### config.mk
export PLATFORM = sky130hd
export DESIGN_NAME = octal_uart_global_config_decode
export DESIGN_NICKNAME = d
export VERILOG_FILES = /design/src/verilog/uart_cfg_pkg.sv /design/src/verilog/octal_uart_global_config_decode.sv
export VERILOG_INCLUDE_DIRS = /design/src /design/src/verilog
export SDC_FILE = /design/constraint.sdc
export NUM_CORES = 1
export LEC_CHECK = 0
export BUFFER_PORTS_ARGS = -buffer_cell sky130_fd_sc_hd__clkbuf_2
export CORE_ASPECT_RATIO = 0.8
export CORE_MARGIN = 1
export CORE_UTILIZATION = 25
export DETAILED_ROUTE_END_ITERATION = 10
export GPL_TIMING_DRIVEN = 0
export PLACE_DENSITY_LB_ADDON = 0.08
export SYNTH_ARGS = -nofsm -noshare
export SYNTH_HDL_FRONTEND = slang
export SYNTH_SLANG_ARGS = --single-unit
### constraint.sdc
create_clock -name core_clk_i -period 3.5 [get_ports core_clk_i]
set_input_delay 0.175 -clock core_clk_i [delete_from_list [all_inputs] [get_ports core_clk_i]]
set_output_delay 0.175 -clock core_clk_i [all_outputs]
set_load 0.005 [all_outputs]
### src/verilog/uart_cfg_params.svh
// Offsets, field positions, reset values and timing counts of the block.
// What this block does
// Writing one resets channel; bit self-clears
// Soft reset restores channel register defaults
// Bit n of reset register is channel n
// Sleep bit per channel; cleared at reset
// Channel sleeps only with no interrupt pending
// All eight asleep stops the oscillator
// Received byte or modem change wakes device
// Channel usable only after 32 clock warm-up
// Wake-up raises interrupt showing nothing pending
// Wake interrupt reported with source code zero
// Read-only device type code register
// Read-only silicon revision, counting from one
// Broadcast bit writes all eight channels
// Four address lines select sixteen channel locations
// Offset zero: holding registers or divisor low
// Divisor high and fraction, else interrupt enable
// Offset two: interrupt status read, fifo write
// Line control, modem control, read-only line status
// Offset six: modem status read, turnaround write
// Offset seven is a plain scratch byte
// Feature registers at eight, nine; ten, eleven reserved
// Offset twelve: stop char write, flags read
// Offsets 13-15 write-only characters, reads reserved
// Broadcast reads still return one addressed channel
`ifndef UART_CFG_PARAMS_SVH
`define UART_CFG_PARAMS_SVH

// ---------------------------------------------------------------------
// Device-wide register offsets, reached with the global select high.
// ---------------------------------------------------------------------
`define GREG_SOFT_RESET 4'h0
`define GREG_SLEEP 4'h1
`define GREG_TYPE_CODE 4'h2
`define GREG_REVISION 4'h3
`define GREG_BCAST 4'h4

// ---------------------------------------------------------------------
// Channel register offsets on the four channel address lines.
// ---------------------------------------------------------------------
`define CREG_HOLD 4'h0
`define CREG_DIV_HI_IEN 4'h1
`define CREG_INT_STATUS_FIFO_CONTROL 4'h2
`define CREG_LINE_CTL 4'h3
`define CREG_MODEM_CTL 4'h4
`define CREG_LINE_STAT 4'h5
`define CREG_MSR_DLY 4'h6
`define CREG_SCRATCH 4'h7
`define CREG_FEAT_CTL 4'h8
`define CREG_ENH_FUNC 4'h9
`define CREG_RSVD_A 4'hA
`define CREG_RSVD_B 4'hB
`define CREG_STOP1 4'hC
`define CREG_STOP2 4'hD
`define CREG_RESUME1 4'hE
`define CREG_RESUME2 4'hF

// ---------------------------------------------------------------------
// Fields, reset values, identity values and timing.
// ---------------------------------------------------------------------
`define BCAST_BIT 0
`define GREG_RESET_VALUE 8'h00
`define RSVD_READ_VALUE 8'h00
// Arbitrary identity values, not those of any real part.
`define DEVICE_TYPE_CODE 8'hA5
`define SILICON_REVISION 8'h03
// Interrupt source code for nothing pending, shared by wake-up.
`define WAKE_ISR_CODE 4'h0
// Warm-up length in crystal clocks and its counter width.
`define WAKE_CLOCKS 32
`define WAKE_CYCLES 6'd32
`define WAKE_CNT_W 6

`endif

### src/verilog/uart_cfg_pkg.sv
// Types shared by the octal UART global configuration block.
package uart_cfg_pkg;

  // -------------------------------------------------------------------
  // Power states of the whole device.
  // -------------------------------------------------------------------
  typedef enum logic [1:0] {
    PWR_RUN,
    PWR_OSC_OFF,
    PWR_WARMUP
  } power_t;

  // -------------------------------------------------------------------
  // Decoded channel register handed to the eight channels.
  // -------------------------------------------------------------------
  typedef enum logic [4:0] {
    CH_NONE,
    CH_RX_HOLD,
    CH_TX_HOLD,
    CH_DIV_LOW,
    CH_DIV_HIGH,
    CH_DIV_FRAC,
    CH_INT_ENABLE,
    CH_INT_STATUS,
    CH_FIFO_CTL,
    CH_LINE_CTL,
    CH_MODEM_CTL,
    CH_LINE_STAT,
    CH_MODEM_STAT,
    CH_TURN_DELAY,
    CH_SCRATCH,
    CH_FEAT_CTL,
    CH_ENH_FUNC,
    CH_STOP1,
    CH_FLOW_FLAGS,
    CH_STOP2,
    CH_RESUME1,
    CH_RESUME2
  } chan_reg_t;

  // -------------------------------------------------------------------
  // Entire state of the block, registered as one word.
  // -------------------------------------------------------------------
  typedef struct packed {
    power_t pwr;
    logic [5:0] warm_cnt;
    logic [7:0] soft_rst;
    logic [7:0] sleep_en;
    logic bcast;
    logic wake_flag;
    logic [7:0] ch_wr;
    logic [7:0] ch_rd;
    chan_reg_t ch_reg;
    logic [7:0] ch_wdata;
    logic rd_pend;
    logic [2:0] rd_chan;
    logic [7:0] rdata;
    logic rd_done;
  } core_state_t;

endpackage : uart_cfg_pkg

### src/verilog/octal_uart_global_config_decode.sv
// Global configuration registers and channel register decode.
`timescale 1ns/1ns
`include "uart_cfg_params.svh"

module octal_uart_global_config_decode
  import uart_cfg_pkg::*;
(
  input wire logic core_clk_i, // Crystal clock, 50 MHz.
  input wire logic rst_b_i, // Hardware reset, active low.
  input wire logic cs_i, // Bus access in this cycle.
  input wire logic glob_i, // Access targets device-wide registers.
  input wire logic wr_i, // Write strobe.
  input wire logic rd_i, // Read strobe.
  input wire logic [2:0] chan_i, // Channel number.
  input wire logic [3:0] addr_i, // Register address lines.
  input wire logic [7:0] wdata_i, // Write data.
  output logic [7:0] rdata_o, // Read data, held until next read.
  output logic rd_done_o, // Pulse: rdata_o has been updated.
  input wire logic [7:0] ch_div_en_i, // Divisor enable bit per channel.
  input wire logic [63:0] ch_rdata_i, // Read data, byte n is channel n.
  input wire logic [7:0] ch_int_pend_i, // Channel interrupt pending.
  input wire logic [7:0] ch_rx_byte_i, // Channel received a byte.
  input wire logic [7:0] ch_modem_chg_i, // Channel modem input changed.
  output logic [7:0] ch_wr_o, // Pulse: write to decoded register.
  output logic [7:0] ch_rd_o, // Pulse: read of decoded register.
  output chan_reg_t ch_reg_o, // Decoded register of the access.
  output logic [7:0] ch_wdata_o, // Write data to channels.
  output logic [7:0] ch_soft_rst_o, // Pulse: reset channel to defaults.
  output logic [7:0] ch_asleep_o, // Channel is in sleep mode.
  output logic [7:0] ch_ready_o, // Channel fully functional.
  output logic osc_en_o, // On-chip oscillator runs.
  output logic wake_int_o, // Wake-up interrupt pending.
  output logic [3:0] wake_isr_code_o // Source code of wake interrupt.
);

  // -------------------------------------------------------------------
  // State and combinational helpers.
  // -------------------------------------------------------------------
  core_state_t st; // Registered state.
  core_state_t next_st; // Next state.
  logic [7:0] asleep; // Channels actually sleeping now.
  logic wake_ev; // Any wake source seen.
  logic host_wr; // Host write this cycle.
  logic host_rd; // Host read this cycle.
  logic isr_read; // Host reads an interrupt status.
  chan_reg_t dec_reg; // Decode of the present address.
  logic [7:0] sel_data [8]; // Channel read data as bytes.

  // Split the flat channel read bus into bytes, one per channel.
  genvar gi;
  generate
    for (gi = 0; gi < 8; gi++) begin : g_chan
      assign sel_data[gi] = ch_rdata_i[gi*8 +: 8];
    end
  endgenerate

  // -------------------------------------------------------------------
  // Channel register decode.
  // -------------------------------------------------------------------
  // Maps the four address lines, the divisor enable bit and the
  // direction onto one register. Reserved reads map to none so the
  // block answers them with zero itself.
  function automatic chan_reg_t decode(input logic [3:0] a,
                                       input logic dl,
                                       input logic wr);
    chan_reg_t r;
    r = CH_NONE;
    case (a)
      `CREG_HOLD: begin
        if (dl) begin
          r = CH_DIV_LOW;
        end else begin
          r = wr ? CH_TX_HOLD : CH_RX_HOLD;
        end
      end
      `CREG_DIV_HI_IEN: begin
        r = dl ? CH_DIV_HIGH : CH_INT_ENABLE;
      end
      `CREG_INT_STATUS_FIFO_CONTROL: begin
        if (dl) begin
          r = CH_DIV_FRAC;
        end else begin
          r = wr ? CH_FIFO_CTL : CH_INT_STATUS;
        end
      end
      `CREG_LINE_CTL: r = CH_LINE_CTL;
      `CREG_MODEM_CTL: r = CH_MODEM_CTL;
      `CREG_LINE_STAT: r = wr ? CH_NONE : CH_LINE_STAT;
      `CREG_MSR_DLY: r = wr ? CH_TURN_DELAY : CH_MODEM_STAT;
      `CREG_SCRATCH: r = CH_SCRATCH;
      `CREG_FEAT_CTL: r = CH_FEAT_CTL;
      `CREG_ENH_FUNC: r = CH_ENH_FUNC;
      `CREG_STOP1: r = wr ? CH_STOP1 : CH_FLOW_FLAGS;
      `CREG_STOP2: r = wr ? CH_STOP2 : CH_NONE;
      `CREG_RESUME1: r = wr ? CH_RESUME1 : CH_NONE;
      `CREG_RESUME2: r = wr ? CH_RESUME2 : CH_NONE;
      default: r = CH_NONE;
    endcase
    return r;
  endfunction : decode

  // -------------------------------------------------------------------
  // Sleep qualification.
  // -------------------------------------------------------------------
  // A pending wake interrupt counts as pending, so the device cannot
  // fall straight back asleep before the host has seen the wake-up.
  always_comb begin
    asleep = st.sleep_en & ~ch_int_pend_i & {8{~st.wake_flag}};
    wake_ev = |(ch_rx_byte_i | ch_modem_chg_i);
    host_wr = cs_i & wr_i;
    host_rd = cs_i & rd_i & ~wr_i;
    isr_read = host_rd & ~glob_i & (addr_i == `CREG_INT_STATUS_FIFO_CONTROL)
               & ~ch_div_en_i[chan_i];
    dec_reg = decode(addr_i, ch_div_en_i[chan_i], wr_i);
  end

  // -------------------------------------------------------------------
  // Next-state logic.
  // -------------------------------------------------------------------
  always_comb begin
    next_st = st;
    next_st.soft_rst = 8'h00;
    next_st.ch_wr = 8'h00;
    next_st.ch_rd = 8'h00;
    next_st.rd_pend = 1'b0;
    next_st.rd_done = 1'b0;
    next_st.ch_reg = CH_NONE;

    // Device-wide register writes.
    if (host_wr && glob_i) begin
      case (addr_i)
        `GREG_SOFT_RESET: next_st.soft_rst = wdata_i;
        `GREG_SLEEP: next_st.sleep_en = wdata_i;
        `GREG_BCAST: next_st.bcast = wdata_i[`BCAST_BIT];
        default: begin
          // Identity registers are read-only; writes are dropped.
        end
      endcase
    end

    // Channel writes, fanned out to all channels when broadcasting.
    if (host_wr && !glob_i && dec_reg != CH_NONE) begin
      if (st.bcast) begin
        next_st.ch_wr = 8'hFF;
      end else begin
        next_st.ch_wr = 8'h01 << chan_i;
      end
      next_st.ch_reg = dec_reg;
      next_st.ch_wdata = wdata_i;
    end

    // Reads: device-wide and reserved ones answer next edge, other channel
    // ones a cycle later once the channel has presented its byte.
    if (host_rd && glob_i) begin
      next_st.rd_done = 1'b1;
      case (addr_i)
        `GREG_SOFT_RESET: next_st.rdata = `GREG_RESET_VALUE;
        `GREG_SLEEP: next_st.rdata = st.sleep_en;
        `GREG_TYPE_CODE: next_st.rdata = `DEVICE_TYPE_CODE;
        `GREG_REVISION: next_st.rdata = `SILICON_REVISION;
        `GREG_BCAST: next_st.rdata = {7'h00, st.bcast};
        default: next_st.rdata = `RSVD_READ_VALUE;
      endcase
    end else if (host_rd && dec_reg == CH_NONE) begin
      next_st.rd_done = 1'b1;
      next_st.rdata = `RSVD_READ_VALUE;
    end else if (host_rd) begin
      next_st.ch_rd = 8'h01 << chan_i;
      next_st.ch_reg = dec_reg;
      next_st.rd_pend = 1'b1;
      next_st.rd_chan = chan_i;
    end
    if (st.rd_pend) begin
      next_st.rdata = sel_data[st.rd_chan];
      next_st.rd_done = 1'b1;
    end

    // Power sequencing.
    case (st.pwr)
      PWR_RUN: begin
        if (&asleep) begin
          next_st.pwr = PWR_OSC_OFF;
        end
      end
      PWR_OSC_OFF: begin
        if (wake_ev) begin
          next_st.pwr = PWR_WARMUP;
          next_st.warm_cnt = '0;
        end
      end
      PWR_WARMUP: begin
        next_st.warm_cnt = st.warm_cnt + 6'd1;
        if (st.warm_cnt == `WAKE_CYCLES - 6'd1) begin
          next_st.pwr = PWR_RUN;
        end
      end
      default: next_st.pwr = PWR_RUN;
    endcase

    // Wake flag: set wins over the clear by a status read.
    if (isr_read) begin
      next_st.wake_flag = 1'b0;
    end
    if (st.pwr == PWR_OSC_OFF && wake_ev) begin
      next_st.wake_flag = 1'b1;
    end
  end

  // -------------------------------------------------------------------
  // State register.
  // -------------------------------------------------------------------
  always_ff @(posedge core_clk_i or negedge rst_b_i) begin
    if (!rst_b_i) begin
      st <= '0;
      st.pwr <= PWR_RUN;
      st.ch_reg <= CH_NONE;
    end else begin
      st <= next_st;
    end
  end

  // -------------------------------------------------------------------
  // Outputs.
  // -------------------------------------------------------------------
  // Channels are held out of service while the oscillator is off or
  // still settling; a sleeping channel is likewise not ready.
  always_comb begin
    rdata_o = st.rdata;
    rd_done_o = st.rd_done;
    ch_wr_o = st.ch_wr;
    ch_rd_o = st.ch_rd;
    ch_reg_o = st.ch_reg;
    ch_wdata_o = st.ch_wdata;
    ch_soft_rst_o = st.soft_rst;
    ch_asleep_o = (st.pwr == PWR_RUN) ? asleep : 8'hFF;
    ch_ready_o = (st.pwr == PWR_RUN) ? ~asleep : 8'h00;
    osc_en_o = (st.pwr != PWR_OSC_OFF);
    wake_int_o = st.wake_flag;
    wake_isr_code_o = `WAKE_ISR_CODE;
  end

  // Counts cycles spent in warm-up, for the duration check.
  logic [6:0] warm_seen;
  always_ff @(posedge core_clk_i or negedge rst_b_i) begin
    if (!rst_b_i) begin
      warm_seen <= 7'h00;
    end else if (st.pwr == PWR_WARMUP) begin
      warm_seen <= warm_seen + 7'd1;
    end else begin
      warm_seen <= 7'h00;
    end
  end
endmodule : octal_uart_global_config_decode

==> impl_metrics.csv, run 1 <==
group,metric,value,unit
route,totalWireLength,12170,microns
layout,final_cells,806,
yosys,synthCells,393,
setup_path,reg2reg_slack,1.21,ns
timing,worst_slew_pin_slew,0.8697,ns
die,start_util,25.78,%
layout,drive_gt1_share,50.59,%
route,wl_per_cell,15.10,microns
cts,numCtsBuffers,9,
yosys,synth.top_cell.area_share,41.50,%
timing,setup_tns,0,ns
route,drt_pre_antenna_iters,4,
route,vias,3580,
global_route,grt_pass1_vias,3578,
die,io_pins,185,
cts,htree_levels,3,
setup_path,r2r-start,"st[10]",
timing,finalCritPeriodShare,65.48,%
die,core_area,0.01590,sq mm
timing,hold_slack,0.09277,ns
timing,hold_viol_final,0,
yosys,ys_types,50,
power_and_ir_drop,p_leak,2.847,nW
die,die_h,116.5,microns
timing,final.setup.worst_slack,1.208,ns
timing,slew_viol_final,0,
min_path,worstHoldStart,"wdata_i[5]",
setup_path,r2r_end,"rdata_o[7]",
setup_path,cp_max_fo,10,
route,top_layer,"met4",
placed_design,dp_cells,789,
layout,final_area,0.005619,sq mm
yosys,synth-warning-count,0,
timing,slew_headroom,42.02,%
power_and_ir_drop,cellPowerDensity,485.7,mW/mm^2
timing,period_minus_slack,2.292,ns
die,die_w,145.2,microns
cts,cts.sinks,68,
global_route,grt_usage,14.76,%
timing,rsz0062_at_grt,"false",
yosys,async_flop_share,100.0,%
global_route,antenna_found_initial,0,
yosys,ys_seq_area_share,41.50,%
timing,setup_violations,0,
cts,clk_pin_slew_worst_paths,0.06,ns
die,die_area,0.01692,sq mm
setup_path,worst_setup_path_end_kind,"flop",
yosys,synthTopCellsByCount,"68 x dfrtp_1, 50 x buf_4, 31 x nor2_1",
cts,cts_tree,"done",
cts,cts_resized,0,
timing,maxClockFrequency,436.3,MHz
yosys,synth_area_leaders,"dfrtp_1 42%, mux4_2 9.9%, buf_4 9.2%, mux2_2 6.0%, nor2_1 2.8%",
yosys,synth.most_common_cell,"dfrtp_1",
global_route,grt_overflow_total,0,
layout,area_growth,37.05,%
yosys,avgSynthCellArea,10.43,sq um
route,drcViolationCount,0,
setup_path,crit_end,"rdata_o[7]",
cts,cts_max_path_buffers,2,
global_route,grt_max_degree,50,
cts,cts-root-buf,"clkbuf_16",
route,drt-met1-wl,5719,microns
yosys,ys.flop_type,"dfrtp_1",
cts,cts_hold_buffers,1,
min_path,min_path_type,"in2reg",
power_and_ir_drop,max-vdd-ir-drop,0.0001868,V
route,wl_met3,827,microns
setup_path,crit_type,"reg2reg",
job,cap_violations,0,
route,drt_iter0_markers,135,
timing,skew,0.004551,ns
route,detail-route-antenna-nets,0,
cts,post_cts_buffers,0,
global_route,grt_pass1_wl,19000,microns
setup_path,cp-start-kind,"flop",
placed_design,place.gp.congestion,0.8171,
route,met2_length,5405,microns
setup_path,startpoint,"st[10]",
layout,num_antenna_cells,0,
run_status,status,"finished, final reports clean",
layout,nets,704,
setup_path,crit_arrival,2.51,ns
cts,clkLatencyLatePin,0.34,ns
placed_design,placed_area,0.005296,sq mm
placed_design,place.detailed.hpwl,9677,microns
route,avgViaCountPerCell,4.442,
yosys,synth_area,0.004100,sq mm
placed_design,portBuffers,177,
yosys,yosysTopAreaCell,"dfrtp_1",
placed_design,dp_slack,1.165,ns
yosys,synth-edff-count,0,
setup_path,crit_required,3.71,ns
yosys,synth_seq_cells,68,
setup_path,r2r_cells,5,
die,rows,41,
metal layers:
| metal | track usage (%) | vias to the layer above |
|---|---|---|
| li1 | - | 1731 |
| met1 | 19.23 | 1686 |
| met2 | 23.30 | 147 |
| met3 | 4.336 | 16 |
| met4 | 5.544 | 0 |
| met5 | 0 | - |
layout make-up:
type,instances,area (sq um)
plain buffers,71,480.5
repair buffers,179,925.9
flip-flops and latches,68,1702
clock buffers,11,252.7
clock inverters,5,60.06
well taps,215,269.0
multi-input cells,239,1862
inverters,18,67.56
fillers,1670,10280
metrics by stage:
step	total power [mW]	util [%]
floorplan	1.478	-
global placement	1.793	33.12
detailed placement	1.802	33.30
CTS	2.771	35.33
finish	2.729	35.33
global route	2.895	35.33
registers in the layout, indices dropped and copies added, names as in the netlist, 5 cells and up:
register	cells
st	21
ch_rd_o	8
ch_soft_rst_o	8
ch_wdata_o	8
ch_wr_o	8
rdata_o	8
ch_reg_o	5
where the power goes:
group          switching (mW)  leakage (nW)  internal [mW]  total (mW)
combinational           0.367          1.80          0.438       0.805
clock                   0.361         0.152          0.592       0.953
sequential             0.0784         0.891          0.893       0.971
cells by family after synthesis:
group,Yosys count,synth area share (%)
AO/OA/AOI/OAI,60,9.826
XOR/XNOR,3,0.6409
adder cells (fa/ha/maj),1,0.3051
buffers and inverters,89,13.37
flip-flops,68,41.50
multiplexers,46,17.64
other,1,0.09146
AND/OR/NAND/NOR,125,16.63
worst max-delay path, stage by stage, from the launching register on:
cell      delay (ns)
dfrtp_1         0.32
clkbuf_1        0.41
clkbuf_1        0.47
mux4_2          0.38
mux2_2          0.29
a221o_1         0.30
cell usage in the layout, fill, tap and decap left out, types with 4 or more instances in the layout:
master / n
conb_1: 4
nor3_1: 7
buf_4: 50
a221o_1: 8
nor3b_1: 4
a21oi_1: 11
mux2_2: 22
inv_1: 18
nor2b_1: 10
clkbuf_2: 176
o21ai_0: 19
o21a_1: 4
clkbuf_1: 13
dfrtp_1: 68
a31oi_1: 5
clkbuf_16: 9
nand3_1: 11
nand2_1: 14
mux4_2: 18
or4_1: 5
and2_1: 9
nor4_1: 9
nor2_1: 31
nand2b_1: 11
mux2i_1: 4
worst min path at each step:
stage                       endpoint  cells past startpoint
global placement    ch_soft_rst_o[4]                      2
detailed placement        ch_rd_o[2]                      1
global route        ch_soft_rst_o[5]                      2
finish              ch_soft_rst_o[5]                      2
CTS                 ch_soft_rst_o[6]                      2
floorplan                 ch_rd_o[0]                      0
Note: power is estimated with default switching activity, not from simulation.
==> inputs of run 2 (changes only) <==
clock period = 2.35 ns   (was 3.5 ns; I/O delays follow)
==> run 2 against run 1 <==
  * Critical path depth stayed put
  * Sequential share of layout area about the same
  * Clock power grew 49%
  * Setup slack worse by 1.1 ns
  * Critical path type unchanged
==> impl_metrics.csv, run 2 (synthesized netlist as in run 1, its figures left out) <==
group,metric,value,unit
cts,cts_tree,"done",
placed_design,place.gp.congestion,0.8171,
cts,htree_levels,3,
timing,setup_tns,0,ns
run_status,status,"finished, final reports clean",
layout,layout.cells.most_common,"clkbuf_2",
layout,num_antenna_cells,0,
timing,rsz0062_at_grt,"false",
route,avgViaCountPerCell,4.442,
layout,top_register,"st",
layout,largest_reg_flops,21,
cts,cts_max_path_buffers,2,
layout,drive_gt1_share,50.76,%
cts,clkLatencyLatePin,0.34,ns
power_and_ir_drop,p_leak,2.850,nW
route,wl_per_cell,15.09,microns
global_route,grt_max_degree,50,
timing,worst_slew_pin_slew,0.8700,ns
timing,slew_viol_final,0,
die,die_area,0.01692,sq mm
setup_path,critical-path-top-delay-family,"multiplexers",
power_and_ir_drop,power,4.064,mW
layout,final_cells,806,
placed_design,place.detailed.hpwl,9677,microns
cts,clk_pin_slew_worst_paths,0.06,ns
placed_design,placed_area,0.005296,sq mm
cts,cts.sinks,68,
placed_design,portBuffers,177,
power_and_ir_drop,cellPowerDensity,723.2,mW/mm^2
cts,cts-root-buf,"clkbuf_16",
power_and_ir_drop,max-vdd-ir-drop,0.0002783,V
layout,final_area,0.005620,sq mm
setup_path,slowest_stage,"mux4_2",
setup_path,crit_chain,"buf_2, buf_2, mux4_2, mux2_2, a221o_1",
cts,post_cts_buffers,0,
die,io_pins,185,
die,start_util,25.78,%
die,core_area,0.01590,sq mm
die,rows,41,
global_route,grt_overflow_total,0,
timing,slew_headroom,42.00,%
setup_path,critPathMaxStageDelay,0.54,ns
setup_path,path_buf_inv,2,
job,cap_violations,0,
global_route,grt_usage,14.76,%
route,drcViolationCount,0,
min_path,min_path_type,"in2reg",
setup_path,crit_type,"reg2reg",
timing,period_minus_slack,2.213,ns
layout,final_cell_mix,"177 x clkbuf_2, 68 x dfrtp_1, 50 x buf_4, 31 x nor2_1, 22 x mux2_2",
route,vias,3580,
timing,skew,0.004241,ns
layout,area_growth,37.08,%
setup_path,cp-start-kind,"flop",
route,drt_pre_antenna_iters,4,
timing,finalCritPeriodShare,94.17,%
setup_path,crit_required,2.56,ns
die,die_w,145.2,microns
global_route,grt_pass1_vias,3578,
die,die_h,116.5,microns
setup_path,cp_max_fo,10,
global_route,antenna_found_initial,0,
setup_path,crit_arrival,2.43,ns
global_route,grt_pass1_wl,19000,microns
setup_path,path_common_cell,"buf_2",
timing,setup_violations,0,
cts,numCtsBuffers,9,
timing,maxClockFrequency,451.9,MHz
layout,nets,704,
timing,hold_viol_final,0,
route,detail-route-antenna-nets,0,
route,totalWireLength,12160,microns
placed_design,dp_cells,789,
setup_path,worst_setup_path_end_kind,"flop",
layout,fin_util,35.34,%
route,drt_iter0_markers,135,
==> run 2: changes by cell type in the layout (fill, tap and decap cells not counted) <==
cell	previous run	this run
clkbuf_1	13	12
clkbuf_2	176	177
==> run 2: what timing repair did <==
item	4_1_cts	5_1_grt
endpoints found under the setup margin	1	0
gates resized for setup	1	0
hold endpoints to repair	19	0
hold buffers	1	0
==> run 2: layout make-up <==
type	count	area, sq um
inverter	18	67.56
sequential	68	1702
clock inverter	5	60.06
fill	1670	10280
clock buffer	11	252.7
timing repair buffer	179	925.9
tap	215	269.0
multi-input combinational	239	1862
buffer	71	481.7
==> run 2: worst paths after layout <==
| kind | slack [ns] | start | cells past startpoint | to |
|---|---|---|---|---|
| max in group asynchronous | 1.56 | rst_b_i | 3 | st[62] |
| setup / recovery | 0.14 | st[9] | 5 | rdata_o[7] |
| min in group asynchronous | 0.23 | rst_b_i | 2 | ch_rd_o[2] |
| hold / removal | 0.04 | wdata_i[5] | 2 | ch_soft_rst_o[5] |
| hold reg to reg | 0.50 | ch_wdata_o[1] | 1 | ch_wdata_o[1] |
| setup reg to reg | 0.14 | st[9] | 5 | rdata_o[7] |
==> run 2: through the flow <==
step | setup slack, ns | hold WS [ns]
after floorplan | 0.3317 | -0.1781
after global placement | 0.03901 | 0.3822
after detailed placement | 0.01527 | 0.07324
after CTS | 0.08451 | 0.02455
after global routing | 0.02046 | 0.02974
final | 0.1369 | 0.03525
==> run 2: where the power goes <==
part | internal [mW] | switching (mW)
clock network | 0.881 | 0.537
logic | 0.653 | 0.547
registers | 1.33 | 0.117
==> run 2: per-layer routing <==
| layer | global-route usage [%] | routed length [microns] | vias to the layer above |
|---|---|---|---|
| met4 | 5.544 | 214 | 0 |
| met1 | 19.23 | 5715 | 1686 |
| met2 | 23.30 | 5405 | 147 |
| met5 | 0 | 0 | - |
| li1 | - | - | 1731 |
| met3 | 4.336 | 827 | 16 |
==> inputs of run 3 (changes only) <==
PLACE_DENSITY_LB_ADDON = 0.25   (was 0.08)
==> run 3 against run 2 <==
  * Setup slack gained 0.061 ns
  * Critical endpoint is now rdata_o[0]
  * Critical path type unchanged
  * Cell count is the same
  * Largest power group is now the clock network
  * Die area is the same
  * Count of clock-buffer cells in the layout is the same
==> impl_metrics.csv, run 3 (synthesized netlist as in run 1, its figures left out) <==
group,metric,value,unit
run_status,status,"finished, final reports clean",
setup_path,crit_end,"rdata_o[0]",
layout,top_register,"st",
placed_design,place.gp.congestion,0.7809,
cts,cts_tree,"done",
layout,nets,704,
timing,hold_viol_final,0,
cts,clkLatencyLatePin,0.34,ns
timing,setup_violations,0,
timing,slew_headroom,41.15,%
setup_path,cp_max_fo,10,
power_and_ir_drop,p_leak,2.861,nW
setup_path,crit_type,"reg2reg",
layout,fin_util,35.45,%
cts,htree_levels,3,
timing,slew_viol_final,0,
placed_design,place.detailed.hpwl,9681,microns
cts,numCtsBuffers,9,
cts,cts.sinks,68,
route,vias,3637,
global_route,grt_pass1_vias,3601,
setup_path,reg2reg_slack,0.20,ns
min_path,worstHoldStart,"wdata_i[5]",
layout,area_growth,37.50,%
layout,num_antenna_cells,0,
layout,largest_reg_flops,21,
setup_path,cp-start-kind,"flop",
setup_path,r2r_end,"rdata_o[0]",
layout,final_cell_mix,"177 x clkbuf_2, 68 x dfrtp_1, 50 x buf_4, 31 x nor2_1, 22 x mux2_2",
route,drcViolationCount,0,
job,cap_violations,0,
setup_path,r2r-start,"st[9]",
power_and_ir_drop,max-vdd-ir-drop,0.0002795,V
route,detail-route-antenna-nets,0,
timing,setup_tns,0,ns
route,avgViaCountPerCell,4.512,
timing,skew,0.005927,ns
cts,clk_pin_slew_worst_paths,0.06,ns
route,top_layer,"met4",
setup_path,crit_required,2.57,ns
route,drt_iter0_markers,180,
timing,period_minus_slack,2.153,ns
layout,drive_gt1_share,50.76,%
die,io_pins,185,
route,wl_per_cell,14.69,microns
die,rows,41,
placed_design,portBuffers,177,
setup_path,worst_setup_path_end_kind,"flop",
die,core_area,0.01590,sq mm
timing,worst_slew_pin_slew,0.8827,ns
global_route,grt_max_degree,36,
setup_path,r2r_cells,5,
global_route,antenna_found_initial,0,
timing,maxClockFrequency,464.6,MHz
cts,cts_max_path_buffers,2,
timing,finalCritPeriodShare,91.60,%
power_and_ir_drop,cellPowerDensity,738.6,mW/mm^2
timing,rsz0062_at_grt,"false",
setup_path,startpoint,"st[9]",
layout,layout.cells.most_common,"clkbuf_2",
min_path,min_path_type,"in2reg",
route,totalWireLength,11840,microns
global_route,grt_overflow_total,0,
route,drt_pre_antenna_iters,4,
cts,post_cts_buffers,0,
route,met2_length,5470,microns
die,die_h,116.5,microns
timing,hold_slack,0.03049,ns
die,start_util,25.78,%
global_route,grt_pass1_wl,18710,microns
route,drt-met1-wl,5215,microns
setup_path,crit_arrival,2.37,ns
cts,cts-root-buf,"clkbuf_16",
die,die_area,0.01692,sq mm
route,wl_met3,826,microns
die,die_w,145.2,microns
global_route,grt_usage,14.48,%
## run 3: cell types whose count changed in the layout (fill, tap and decap cells not counted), sizes merged
cell	before	now
inv	18	19
clkbuf	201	202
buf	59	58
bufinv	1	2
clkinvlp	1	0
clkinv	3	2
## run 3: worst min path at each step
| stage | end | slack [ns] | cells after the start |
|---|---|---|---|
| floorplan | ch_rd_o[0] | -0.18 | 0 |
| global placement | ch_soft_rst_o[6] | 0.38 | 2 |
| detailed placement | st[61] | 0.15 | 1 |
| CTS | ch_soft_rst_o[5] | 0.01 | 2 |
| global route | ch_soft_rst_o[4] | 0.03 | 2 |
| finish | ch_soft_rst_o[5] | 0.03 | 2 |
## run 3: metrics by stage
stage                     worst slack, ns  total power [mW]  cells  instance area [sq um]
after global routing              0.06607             4.422    806                   5638
after detailed placement          0.08583             2.679    789                   5289
final                              0.1974             4.164    806                   5638
after global placement             0.1039             2.657    788                   5266
after CTS                         0.06758             4.229    806                   5634
after floorplan                    0.3317             2.201    396                   4111
## run 3: power by group
part	leakage [nW]	internal, mW	switching [mW]
clock network	0.166	0.990	0.528
registers	0.891	1.33	0.120
logic	1.80	0.654	0.542
total	2.86	2.97	1.19
## run 3: critical path: stages, from the launching register on
cell	delay, ns
dfrtp_1	0.32
buf_2	0.27
clkbuf_4	0.32
mux4_2	0.54
mux2_2	0.28
a221o_1	0.29
## run 3: timing repair
item                                    4_1_cts  5_1_grt
hold buffers                                  1        0
resized for setup                             0        3
endpoints found under the hold margin        34        0
endpoints found under the setup margin        0        3
## run 3: layout make-up
cell class / instances / area (sq um)
tap: 215 / 269.0
inverter: 18 / 67.56
fill: 1666 / 10260
sequential: 68 / 1702
buffer: 71 / 484.2
clock buffer: 11 / 252.7
timing repair buffer: 179 / 918.4
multi-input combinational: 239 / 1862
clock inverter: 5 / 82.58
## run 3: layer usage
| metal | vias to the layer above | GRT usage (%) |
|---|---|---|
| li1 | 1733 | - |
| met1 | 1724 | 18.37 |
| met2 | 159 | 23.04 |
| met3 | 21 | 4.219 |
| met4 | 0 | 6.596 |
| met5 | - | 0 |
